### src/core/bpsd_pkg.sv
// Package of constants for the bridge output, polarity and shutdown block
package bpsd_pkg;
  // Register addresses on the plain port
  localparam logic [1:0] ADDR_MODULE_CTRL   = 2'h0; // Mode and polarity
  localparam logic [1:0] ADDR_SHUTDOWN_CTRL = 2'h1; // Shutdown control
  localparam logic [1:0] ADDR_PWM_CTRL      = 2'h2; // Auto-restart enable
  localparam logic [1:0] ADDR_STATUS        = 2'h3; // Live state readback
  // Module control fields
  localparam int MC_POL_AC   = 0; // Polarity of pair A/C, 1 = active low
  localparam int MC_POL_BD   = 1; // Polarity of pair B/D, 1 = active low
  localparam int MC_FULL     = 6; // Full-bridge enable
  localparam int MC_DIR      = 7; // Direction select, 1 = reverse
  // Shutdown control and PWM control fields
  localparam int SD_STATUS   = 7; // Shutdown event status
  localparam int SD_SRC_LSB  = 4; // Source select low bit
  localparam int SD_AC_LSB   = 2; // Pair A/C state low bit
  localparam int SD_BD_LSB   = 0; // Pair B/D state low bit
  localparam int PC_RESTART  = 7; // Auto-restart enable
  // Reset values
  localparam logic [7:0] RST_MODULE_CTRL   = 8'h00; // Cleared at reset
  localparam logic [7:0] RST_SHUTDOWN_CTRL = 8'h00; // Cleared at reset
  localparam logic [7:0] RST_PWM_CTRL      = 8'h00; // Cleared at reset
  // Source select codes
  localparam logic [2:0] SRC_OFF = 3'h0; // Auto-shutdown disabled
  // Shutdown pair states
  localparam logic [1:0] SS_LOW  = 2'h0; // Drive low
  localparam logic [1:0] SS_HIGH = 2'h1; // Drive high
  // Timing
  localparam int OSC_PER_CLK = 4; // Oscillator periods per clock (Fosc/4)
  localparam int PRESCALE    = 4; // Period timer prescale value
  localparam int LEAD_CYCLES = (PRESCALE + OSC_PER_CLK - 1) / OSC_PER_CLK; // Early swap
  // Run state
  typedef enum logic [2:0] {
    BPSD_IDLE = 3'b001, // Outputs inactive, awaiting period
    BPSD_RUN  = 3'b010, // Normal modulation
    BPSD_SHUT = 3'b100  // Shutdown forced
  } bpsd_state_t;
endpackage : bpsd_pkg

### src/core/bpsd_core.sv
// Full-bridge direction, polarity and auto-shutdown output control
//
// The placing of the registers and the strobed register port were chosen for this implementation.
`timescale 1ns/1ps
module bpsd_core (
  input  wire logic       clk,          // 50 MHz clock
  input  wire logic       rst,          // Synchronous reset, active high
  input  wire logic [1:0] addr,         // Register address
  input  wire logic [7:0] wdata,        // Write data
  input  wire logic       wr,           // Write strobe
  input  wire logic       rd,           // Read strobe
  output logic      [7:0] rdata,        // Read data, one cycle later
  input  wire logic       period_start, // Period begins, one-cycle pulse
  input  wire logic       pwm_mod,      // Modulated waveform, active high
  input  wire logic       ext_int_pin,  // Interrupt pin, asynchronous
  input  wire logic       cmp1_out,     // Comparator 1, asynchronous
  input  wire logic       cmp2_out,     // Comparator 2, asynchronous
  output logic      [3:0] out_o,        // Pins D,C,B,A
  output logic      [3:0] out_oe,       // Pin enables D,C,B,A
  output logic            period_timer_flag // Sticky flag, set at second period
);
  // Registers
  logic [7:0] mc_q, mc_d;       // Module control
  logic [7:0] sd_q, sd_d;       // Shutdown control
  logic [7:0] pc_q, pc_d;       // PWM control
  logic [7:0] rdata_d;          // Read data next
  logic       dir_q, dir_d;     // Direction latched at boundary
  logic       flag_d;           // Period flag next
  logic [1:0] per_cnt_q, per_cnt_d; // Periods since enable, saturating
  logic [7:0] lead_q, lead_d;   // Cycles since period start
  logic [7:0] plen_q, plen_d;   // Measured period length
  bpsd_pkg::bpsd_state_t st_q, st_d; // Run state
  // Three-flop input synchronisers
  logic [2:0] s_int, s_c1, s_c2; // Sync chains
  logic       int_lvl_q, c1_lvl_q, c2_lvl_q; // Agreed levels
  logic       cond;             // Selected shutdown level
  logic [2:0] src;              // Source select
  logic       full, pend, lead; // Mode, pending reversal, early window
  logic       sw_shut;          // Software shutdown write this cycle

  // Synchronise pins; level changes once stages two and three agree
  always_ff @(posedge clk) begin
    if (rst) begin
      s_int <= 3'h7; s_c1 <= 3'h0; s_c2 <= 3'h0;
      int_lvl_q <= 1'b1; c1_lvl_q <= 1'b0; c2_lvl_q <= 1'b0;
    end else begin
      s_int <= {s_int[1:0], ext_int_pin};
      s_c1  <= {s_c1[1:0], cmp1_out};
      s_c2  <= {s_c2[1:0], cmp2_out};
      if (s_int[2] == s_int[1]) int_lvl_q <= s_int[2];
      if (s_c1[2] == s_c1[1]) c1_lvl_q <= s_c1[2];
      if (s_c2[2] == s_c2[1]) c2_lvl_q <= s_c2[2];
    end
  end

  // Source decode: bit2 pin low, bit1 cmp2, bit0 cmp1
  always_comb begin
    src  = sd_q[bpsd_pkg::SD_SRC_LSB +: 3];
    cond = (src[2] & ~int_lvl_q) | (src[1] & c2_lvl_q) | (src[0] & c1_lvl_q);
    full = mc_q[bpsd_pkg::MC_FULL];
    // Software shutdown must stop output even when auto-restart clears the bit at once
    sw_shut = wr & (addr == bpsd_pkg::ADDR_SHUTDOWN_CTRL) & wdata[bpsd_pkg::SD_STATUS];
    pend = full & (mc_q[bpsd_pkg::MC_DIR] != dir_q);
    // Early window: last LEAD_CYCLES of the period, judged from last length
    lead = pend & (plen_q > 8'(bpsd_pkg::LEAD_CYCLES)) &
           (lead_q + 8'(bpsd_pkg::LEAD_CYCLES) >= plen_q);
  end

  // Register file and state next values
  always_comb begin
    mc_d = mc_q; sd_d = sd_q; pc_d = pc_q; dir_d = dir_q; st_d = st_q;
    per_cnt_d = per_cnt_q; flag_d = period_timer_flag;
    lead_d = period_start ? 8'h00 : (lead_q == 8'hff ? lead_q : lead_q + 8'h01);
    plen_d = period_start ? lead_q + 8'h01 : plen_q;
    rdata_d = 8'h00;
    if (rd) begin
      if (addr == bpsd_pkg::ADDR_MODULE_CTRL) rdata_d = mc_q;
      else if (addr == bpsd_pkg::ADDR_SHUTDOWN_CTRL) rdata_d = sd_q;
      else if (addr == bpsd_pkg::ADDR_PWM_CTRL) rdata_d = pc_q;
      else rdata_d = {5'h00, cond, dir_q, st_q == bpsd_pkg::BPSD_RUN};
    end
    if (wr) begin
      if (addr == bpsd_pkg::ADDR_MODULE_CTRL) begin
        mc_d = wdata;
        if (wdata[bpsd_pkg::MC_FULL] & ~full) per_cnt_d = 2'h0;
      end else if (addr == bpsd_pkg::ADDR_SHUTDOWN_CTRL) begin
        sd_d[6:0] = wdata[6:0];
        if (!cond) sd_d[bpsd_pkg::SD_STATUS] = wdata[bpsd_pkg::SD_STATUS];
      end else if (addr == bpsd_pkg::ADDR_PWM_CTRL) begin
        pc_d = wdata;
      end else if (wdata[0]) begin
        flag_d = 1'b0; // Clear period flag
      end
    end
    // Set wins over any clear
    if (cond) sd_d[bpsd_pkg::SD_STATUS] = 1'b1;
    else if (pc_q[bpsd_pkg::PC_RESTART]) sd_d[bpsd_pkg::SD_STATUS] = 1'b0;
    if (period_start) begin
      dir_d = mc_q[bpsd_pkg::MC_DIR];
      if (per_cnt_q != 2'h2) per_cnt_d = per_cnt_q + 2'h1;
      if (per_cnt_q == 2'h1) flag_d = 1'b1;
    end
    case (st_q)
      bpsd_pkg::BPSD_IDLE: if (period_start) st_d = bpsd_pkg::BPSD_RUN;
      bpsd_pkg::BPSD_RUN:  if (sd_d[bpsd_pkg::SD_STATUS] | sw_shut) st_d = bpsd_pkg::BPSD_SHUT;
      bpsd_pkg::BPSD_SHUT: if (!sd_d[bpsd_pkg::SD_STATUS]) st_d = bpsd_pkg::BPSD_IDLE;
      default: st_d = bpsd_pkg::BPSD_IDLE;
    endcase
  end

  // State registers
  always_ff @(posedge clk) begin
    if (rst) begin
      mc_q <= bpsd_pkg::RST_MODULE_CTRL;
      sd_q <= bpsd_pkg::RST_SHUTDOWN_CTRL;
      pc_q <= bpsd_pkg::RST_PWM_CTRL;
      dir_q <= 1'b0; per_cnt_q <= 2'h0; period_timer_flag <= 1'b0;
      lead_q <= 8'h00; plen_q <= 8'h00; rdata <= 8'h00;
      st_q <= bpsd_pkg::BPSD_IDLE;
    end else begin
      mc_q <= mc_d; sd_q <= sd_d; pc_q <= pc_d;
      dir_q <= dir_d; per_cnt_q <= per_cnt_d; period_timer_flag <= flag_d;
      lead_q <= lead_d; plen_q <= plen_d; rdata <= rdata_d;
      st_q <= st_d;
    end
  end

  // Output mapping; shutdown path is combinational from the live level
  // so pins leave normal drive without waiting for a period boundary
  logic [3:0] act;  // Active-high logical levels D,C,B,A
  logic [3:0] pol;  // Per-pin inversion
  logic       shut; // Forced shutdown
  logic       dn;   // Effective direction, reverse = 1
  logic       run;  // Modulation allowed
  always_comb begin
    dn  = lead ? mc_q[bpsd_pkg::MC_DIR] : dir_q;
    run = (st_q == bpsd_pkg::BPSD_RUN) & ~lead & ~pend;
    act = 4'h0;
    if (st_q == bpsd_pkg::BPSD_RUN) begin
      if (full) begin
        // No dead-band: outputs switch on the same edge
        act[0] = ~dn;
        act[2] = dn;
        act[3] = ~dn & run & pwm_mod;
        act[1] = dn & run & pwm_mod;
      end else begin
        act[0] = pwm_mod;
      end
    end
    pol  = {mc_q[bpsd_pkg::MC_POL_BD], mc_q[bpsd_pkg::MC_POL_AC],
            mc_q[bpsd_pkg::MC_POL_BD], mc_q[bpsd_pkg::MC_POL_AC]};
    shut = cond | sd_q[bpsd_pkg::SD_STATUS];
    out_o  = act ^ pol;
    out_oe = 4'hf;
    if (shut) begin
      out_o[0] = sd_q[bpsd_pkg::SD_AC_LSB];
      out_o[2] = sd_q[bpsd_pkg::SD_AC_LSB];
      out_o[1] = sd_q[bpsd_pkg::SD_BD_LSB];
      out_o[3] = sd_q[bpsd_pkg::SD_BD_LSB];
      out_oe[0] = ~sd_q[bpsd_pkg::SD_AC_LSB + 1];
      out_oe[2] = ~sd_q[bpsd_pkg::SD_AC_LSB + 1];
      out_oe[1] = ~sd_q[bpsd_pkg::SD_BD_LSB + 1];
      out_oe[3] = ~sd_q[bpsd_pkg::SD_BD_LSB + 1];
    end
  end

  // Checks beside the logic
  AST_LEVEL_SETS: assert property (@(posedge clk) disable iff (rst)
    cond |=> sd_q[bpsd_pkg::SD_STATUS]) else $error("status not set by level");
  AST_SHUT_PINS: assert property (@(posedge clk) disable iff (rst)
    (cond && sd_q[3:2] == bpsd_pkg::SS_HIGH) |-> out_o[0] && out_o[2]) else $error("pair AC");
  AST_BD_HIZ: assert property (@(posedge clk) disable iff (rst)
    (cond && sd_q[1]) |-> out_oe[1] == 1'b0 && out_oe[3] == 1'b0) else $error("pair BD");
  AST_AUTO_CLR: assert property (@(posedge clk) disable iff (rst)
    (!cond && pc_q[7] && !(wr && addr == 2'h2)) |=> !sd_q[7]) else $error("no auto clear");
  AST_STICKY: assert property (@(posedge clk) disable iff (rst)
    (sd_q[7] && !pc_q[7] && !wr) |=> sd_q[7]) else $error("status lost");
  AST_RESUME: assert property (@(posedge clk) disable iff (rst)
    $fell(st_q == bpsd_pkg::BPSD_SHUT) |-> st_q == bpsd_pkg::BPSD_IDLE) else $error("resume");
  AST_DIR_LATCH: assert property (@(posedge clk) disable iff (rst)
    !$past(period_start) |-> $stable(dir_q)) else $error("direction mid period");
  AST_FWD: assert property (@(posedge clk) disable iff (rst)
    (st_q == bpsd_pkg::BPSD_RUN && full && !dn && !shut) |-> !act[1] && !act[2])
    else $error("forward map");
  AST_REV_GAP: assert property (@(posedge clk) disable iff (rst)
    pend |-> !act[1] && !act[3]) else $error("modulated active in reversal");
endmodule : bpsd_core

### config.mk
export PLATFORM = sky130hd
export DESIGN_NAME = bpsd_core
export DESIGN_NICKNAME = d
export VERILOG_FILES = /design/src/core/bpsd_pkg.sv /design/src/core/bpsd_core.sv
export SDC_FILE = /design/constraint.sdc
export NUM_CORES = 1
export LEC_CHECK = 0
export BUFFER_PORTS_ARGS = -buffer_cell sky130_fd_sc_hd__clkbuf_2
export CAP_MARGIN = 15
export CORE_ASPECT_RATIO = 1.75
export CORE_UTILIZATION = 40
export DETAILED_ROUTE_END_ITERATION = 8
export GPL_TIMING_DRIVEN = 0
export SYNTH_ARGS = -nofsm -noshare
export SYNTH_HDL_FRONTEND = slang
export SYNTH_SLANG_ARGS = --single-unit
### constraint.sdc
create_clock -name clk -period 8.5 [get_ports clk]
set_input_delay 1.275 -clock clk [delete_from_list [all_inputs] [get_ports clk]]
set_output_delay 1.275 -clock clk [all_outputs]
set_load 0.02 [all_outputs]
After elaboration in Yosys (flattened, before gate mapping)
Index checks and enable logic that the tools add are counted.
- bitwise logic cells: 30
- add/sub/neg operators: 2
- eq/ne operators: 15
- divide/modulo/power cells: 0
- reductions and logical operators: 7
- magnitude comparators: 2
- $mul: 0
- shift-type cells: 0
- multiplexer cells: 30
- operators with widths (kind ; number):
    $mux 8 ; 6
    $and 1x1->1 ; 15
    $mux 3 ; 4
    $mux 4 ; 3
    $mux 1 ; 11
    $mux 2 ; 5
    $not 1->1 ; 10
    $pmux 3 s3 ; 1
    $add 8x1->8 const B ; 1
    $eq 8x8->1 const B ; 1
    $ge 8x8->1 ; 1
    $gt 8x1->1 const B ; 1
    $ne 2x2->1 const B ; 4
    $reduce_and 3->1 ; 2
    $eq 2x1->1 const B ; 2
    $or 1x1->1 ; 4
    $reduce_and 4->1 ; 1
    $reduce_or 2->1 ; 2
    $xor 4x4->4 ; 1
    $eq 1x1->1 ; 3
    $eq 3x1->1 const B ; 1
    $eq 3x2->1 const B ; 1
    $eq 3x3->1 const B ; 1
    $add 2x1->2 const B ; 1
    other kinds (4) ; 4
- bits in read-only memories: 0
- logic and storage cells: 103
- bits in writable memories: 0
- bits in registers: 67
- memories: 0
- bits in latches: 0
- bits of input ports: 19

Depth between registers and ports, before layout
- word-level depth: 13
- mapped depth: 12
- depth with buffers taken out: 12

Worst setup path before layout
OpenSTA, ideal clock, no wires.
- path kind: register to output
- start: reg lead_q[0]
- end: out out_o[2]
- buffers on the path: 0
- arrival time: 2.687 ns
- path slack: 4.538 ns
- stages on the path, launching flop included: 13
- cells stage by stage: dfxtp_1 > and3_1 > nand3_1 > nor2_1 > xnor2_1 > inv_1 > ha_1 > a21oi_1 > o21ai_0 > or2_2 > o22a_1 > a21o_1 > a211oi_1
- longest elaborated chain between the ends: 8
- RTL lines (what ; RTL line ; RTL):
    from (decl) ; bpsd_core.sv:30 ; logic [7:0] lead_q, lead_d;
    from (signal assigned) ; bpsd_core.sv:123 ; lead_q <= lead_d; plen_q <= plen_d; rdata <= rdata_d;
    $add 8x1->8 ; bpsd_core.sv:66 ; (lead_q + 8'(bpsd_pkg::LEAD_CYCLES) >= plen_q);
    $ge 8x8->1 ; bpsd_core.sv:66 ;
    $and 1x1->1 ; bpsd_core.sv:65 ; lead = pend & (plen_q > 8'(bpsd_pkg::LEAD_CYCLES)) &
    $mux 1 ; bpsd_core.sv:136 ; dn = lead ? mc_q[bpsd_pkg::MC_DIR] : dir_q;
    $mux 3 ; bpsd_core.sv:140 ; if (full) begin
    $mux 4 ; bpsd_core.sv:139 ; if (st_q == bpsd_pkg::BPSD_RUN) begin
    $xor 4x4->4 ; bpsd_core.sv:153 ; out_o = act ^ pol;
    $mux 4 ; bpsd_core.sv:155 ; if (shut) begin
    to (decl) ; bpsd_core.sv:18 ; output logic [3:0] out_o,
Every way passes these cells.

Worst setup path in the final report
- start: reg lead_q[0]
- end: out out_o[0]
- longest elaborated chain between the ends: 9
- RTL lines (what ; RTL line ; RTL):
    $add 8x1->8 ; bpsd_core.sv:66 ;
    $ge 8x8->1 ; bpsd_core.sv:66 ;
    $and 1x1->1 ; bpsd_core.sv:65 ;
    $mux 1 ; bpsd_core.sv:136 ;
    $not 1->1 ; bpsd_core.sv:142 ; act[0] = ~dn;
    $mux 1 ; bpsd_core.sv:140 ;
    $mux 4 ; bpsd_core.sv:139 ;
    $xor 4x4->4 ; bpsd_core.sv:153 ;
    $mux 4 ; bpsd_core.sv:155 ;
Every way passes these cells.

==> results.cfg <==
[outcome]
outcome = completed

[final_layout]
fin_cells = 474
final.fill_count = 717
drive_gt1_share_pct = 16.8
antennaDiodeCount = 0
nNetsFinal = 411
multi_input_area_um2 = 1490
area.growth.synth_to_final_pct = 20.6
regArea_um2 = 1340

[pwr]
ir_drop_uv = 106
p_clk_share_pct = 52.1
comb_power_share_pct = 7.2
leakagePower_nw = 1.53
p_int_uw = 635
seqPwrFrac_pct = 40.7
swShare_pct = 22.2
powerDensity_nw_per_um2 = 227
power.switching_uw = 182

[critical_path]
critPathTopFamily = simple AND/OR/NAND/NOR gates
endpoint_kind = primary output
path_buf_inv = 2
cp-start-kind = register
required_ps = 7220
max_stage_delay_ps = 450
crit_chain = and3_1 -> nand3_1 -> nor2_1 -> xnor2_1 -> inv_1 -> ha_1 -> a21oi_1 -> o21ai_0 -> or2_2 -> o22a_1 -> and3_1 -> nor3_1 -> clkbuf_2
slowest_stage = dfxtp_1
crit_cells = 13
critPathMaxFanout = 6
r2r_slack_ps = 6630
cp_common_cell = and3_1
arrival_ps = 3200
crit_type = reg2out
reg2regPathDepth = 6

[routing]
antenna_left = 0
num_vias = 2419
drt_iter0_drc = 109
drt_pass1_iterations = 6
drc = 0
wirelength_um = 6650
drt-vias-per-instance = 5.10
routedWlPerCell_um = 14.0

[timing]
hold_ws_ps = 408
rsz0062_at_grt = no
relSlewSlack_pct = 58.8
tightest_slew_ps = 619
final-setup-viol-count = 0
report.final.slew_viol_count = 0
setup-tns-final_ps = 0
fin_skew_ps = 3.10
hold_viol_final = 0
max_freq_mhz = 224
fin_crit_ps = 4470
min_period_over_period_pct = 52.6

[synth]
yosysWarnings = 0
mappedNetlistArea_um2 = 2990
yosysUniqueCellTypes = 42
async_flop_share_pct = 0
synth_fp_nets = 367
synth_edf_count = 0
synth_ff_type = dfxtp_1
ys_seq_elements = 67
syn_inst = 339
yosysSeqAreaShare_pct = 44.9
syn_area_per_cell_um2 = 8.81

[global_route]
grt_pass1_wl_um = 11200
grt_max_degree = 13
antenna_found_initial = 0
grt_pass1_vias = 2385
grt_overflow = 0
track_usage_pct = 19.6

[floorplan]
row_count = 41
io_pins = 36
die_width_um = 67.3
die_y_um = 116
die-area_um2 = 7830
core_um2 = 7230
initial_core_util_pct = 41.3

[worst_hold_path]
whs_path_depth = 1
worst_hold_path_type = reg2reg

[clock_tree]
cts_resized = 0
clk_pin_slew_worst_paths_ps = 60
cts_tree = done
cts_sinks = 67
htree_num_levels = 3
post_cts_buffers = 0
cts_root_buf = clkbuf_16
cts.path.max_buffers = 2
ctsHoldBuffers = 0
cts_inserted_buffers = 9
clk_latency_ps = 330

[place]
gp_congestion = 0.794
dp_cells = 458
place_hpwl_um = 4920
portBuffers = 33

[job]
drv_cap = 0
[cells in the mapped netlist (3+ instances only)]
cell type	count	area, µm²
clkbuf_1	12	45.0
nand4_1	3	18.8
a211oi_1	12	90.1
buf_2	4	20.0
nand3_1	13	65.1
ha_1	9	113
nand2b_1	4	25.0
nand2_1	21	78.8
mux2i_1	24	240
xor2_1	5	43.8
nor2b_1	14	87.6
nand3b_1	5	37.5
or2_2	6	37.5
dfxtp_1	67	1340
and3_1	4	25.0
nor2_1	46	173
inv_1	18	67.6
xnor2_1	5	43.8
o21ai_0	8	40.0
a21oi_1	31	155
[placed cells by master, fill, tap and decap left out, types with 5 or more instances in the layout]
master / synthesis / routed
dfxtp_1: 67 / 67
nor2_1: 46 / 46
clkbuf_2: 1 / 34
a21oi_1: 31 / 31
mux2i_1: 24 / 24
nand2_1: 21 / 21
inv_1: 18 / 18
nor2b_1: 14 / 14
nand3_1: 13 / 13
a211oi_1: 12 / 12
clkbuf_1: 12 / 12
ha_1: 9 / 9
clkbuf_16: 0 / 9
o21ai_0: 8 / 8
or2_2: 6 / 6
xnor2_1: 5 / 5
xor2_1: 5 / 5
nand3b_1: 5 / 5
[routing by layer]
layer	track usage (%)	up-vias	share of wire, %
li1	-	1248	-
met1	20.6	1127	41
met4	8.94	0	1.8
met2	35.4	34	54
met3	4.69	10	2.7
met5	0	-	0
[kinds of logic (layout without fill, tap and decap cells)]
family                     count (synthesis)  count (layout)  synth area share [%]
AOI/OAI and AO/OA                         63              63                  12.9
DFF                                       67              67                  44.9
xor gates and xnor gates                  10              10                  2.93
and+or+nand+nor                          125             125                  20.6
buffers and inverters                     39              88                  5.36
muxes                                     26              26                  9.55
adders and majority gates                  9               9                  3.77
[through the flow]
stage	util, %	total power, mW	area, µm²	worst slack (ps)
6_report	49.8	0.816	3600	4030
5_1_grt	49.8	0.847	3600	3760
4_1_cts	49.8	0.824	3600	4010
3_5_place_dp	45.1	0.399	3260	4380
3_3_place_gp	45.1	0.397	3260	4460
2_1_floorplan	-	0.378	2990	4540
[power by group through the flow]
stage          clock network, mW  logic (mW)  registers [mW]
6_report                   0.425      0.0589           0.332
5_1_grt                    0.447      0.0666           0.334
4_1_cts                    0.432      0.0598           0.332
3_5_place_dp                   0      0.0596           0.339
3_3_place_gp                   0      0.0586           0.339
2_1_floorplan                  0      0.0406           0.338
[worst paths after layout]
check | from | to
worst min-delay path | s_int[0]$_SDFF_PP1_ | s_int[1]$_SDFF_PP1_
worst max register to register | int_lvl_q$_SDFFE_PP1N_ | st_q[2]$_SDFFE_PP0P_
worst max-delay path | lead_q[0]$_SDFFE_PP0P_ | out_o[0]
worst min register to register | s_int[0]$_SDFF_PP1_ | s_int[1]$_SDFF_PP1_
[registers in the layout, indices dropped and copies added, names as in the netlist]
| register | cells |
|---|---|
| c2_lvl_q | 1 |
| per_cnt_q | 2 |
| s_c1 | 3 |
| c1_lvl_q | 1 |
| rdata | 8 |
| st_q | 3 |
| period_timer_flag | 1 |
| s_c2 | 3 |
| dir_q | 1 |
| pc_q | 8 |
| mc_q | 8 |
| lead_q | 8 |
| plen_q | 8 |
| sd_q | 8 |
| int_lvl_q | 1 |
| s_int | 3 |
[layout make-up]
class                           count  share of cell area [%]
Timing Repair Buffer               33                    4.59
Clock buffer                        9                    6.25
Clock inverter                      7                    3.23
Inverter                           18                    1.88
Tap cell                           86                    2.99
Multi-Input combinational cell    233                    41.2
Buffer                             21                    2.57
Sequential cell                    67                    37.2
(Power assumes the default switching activity.)
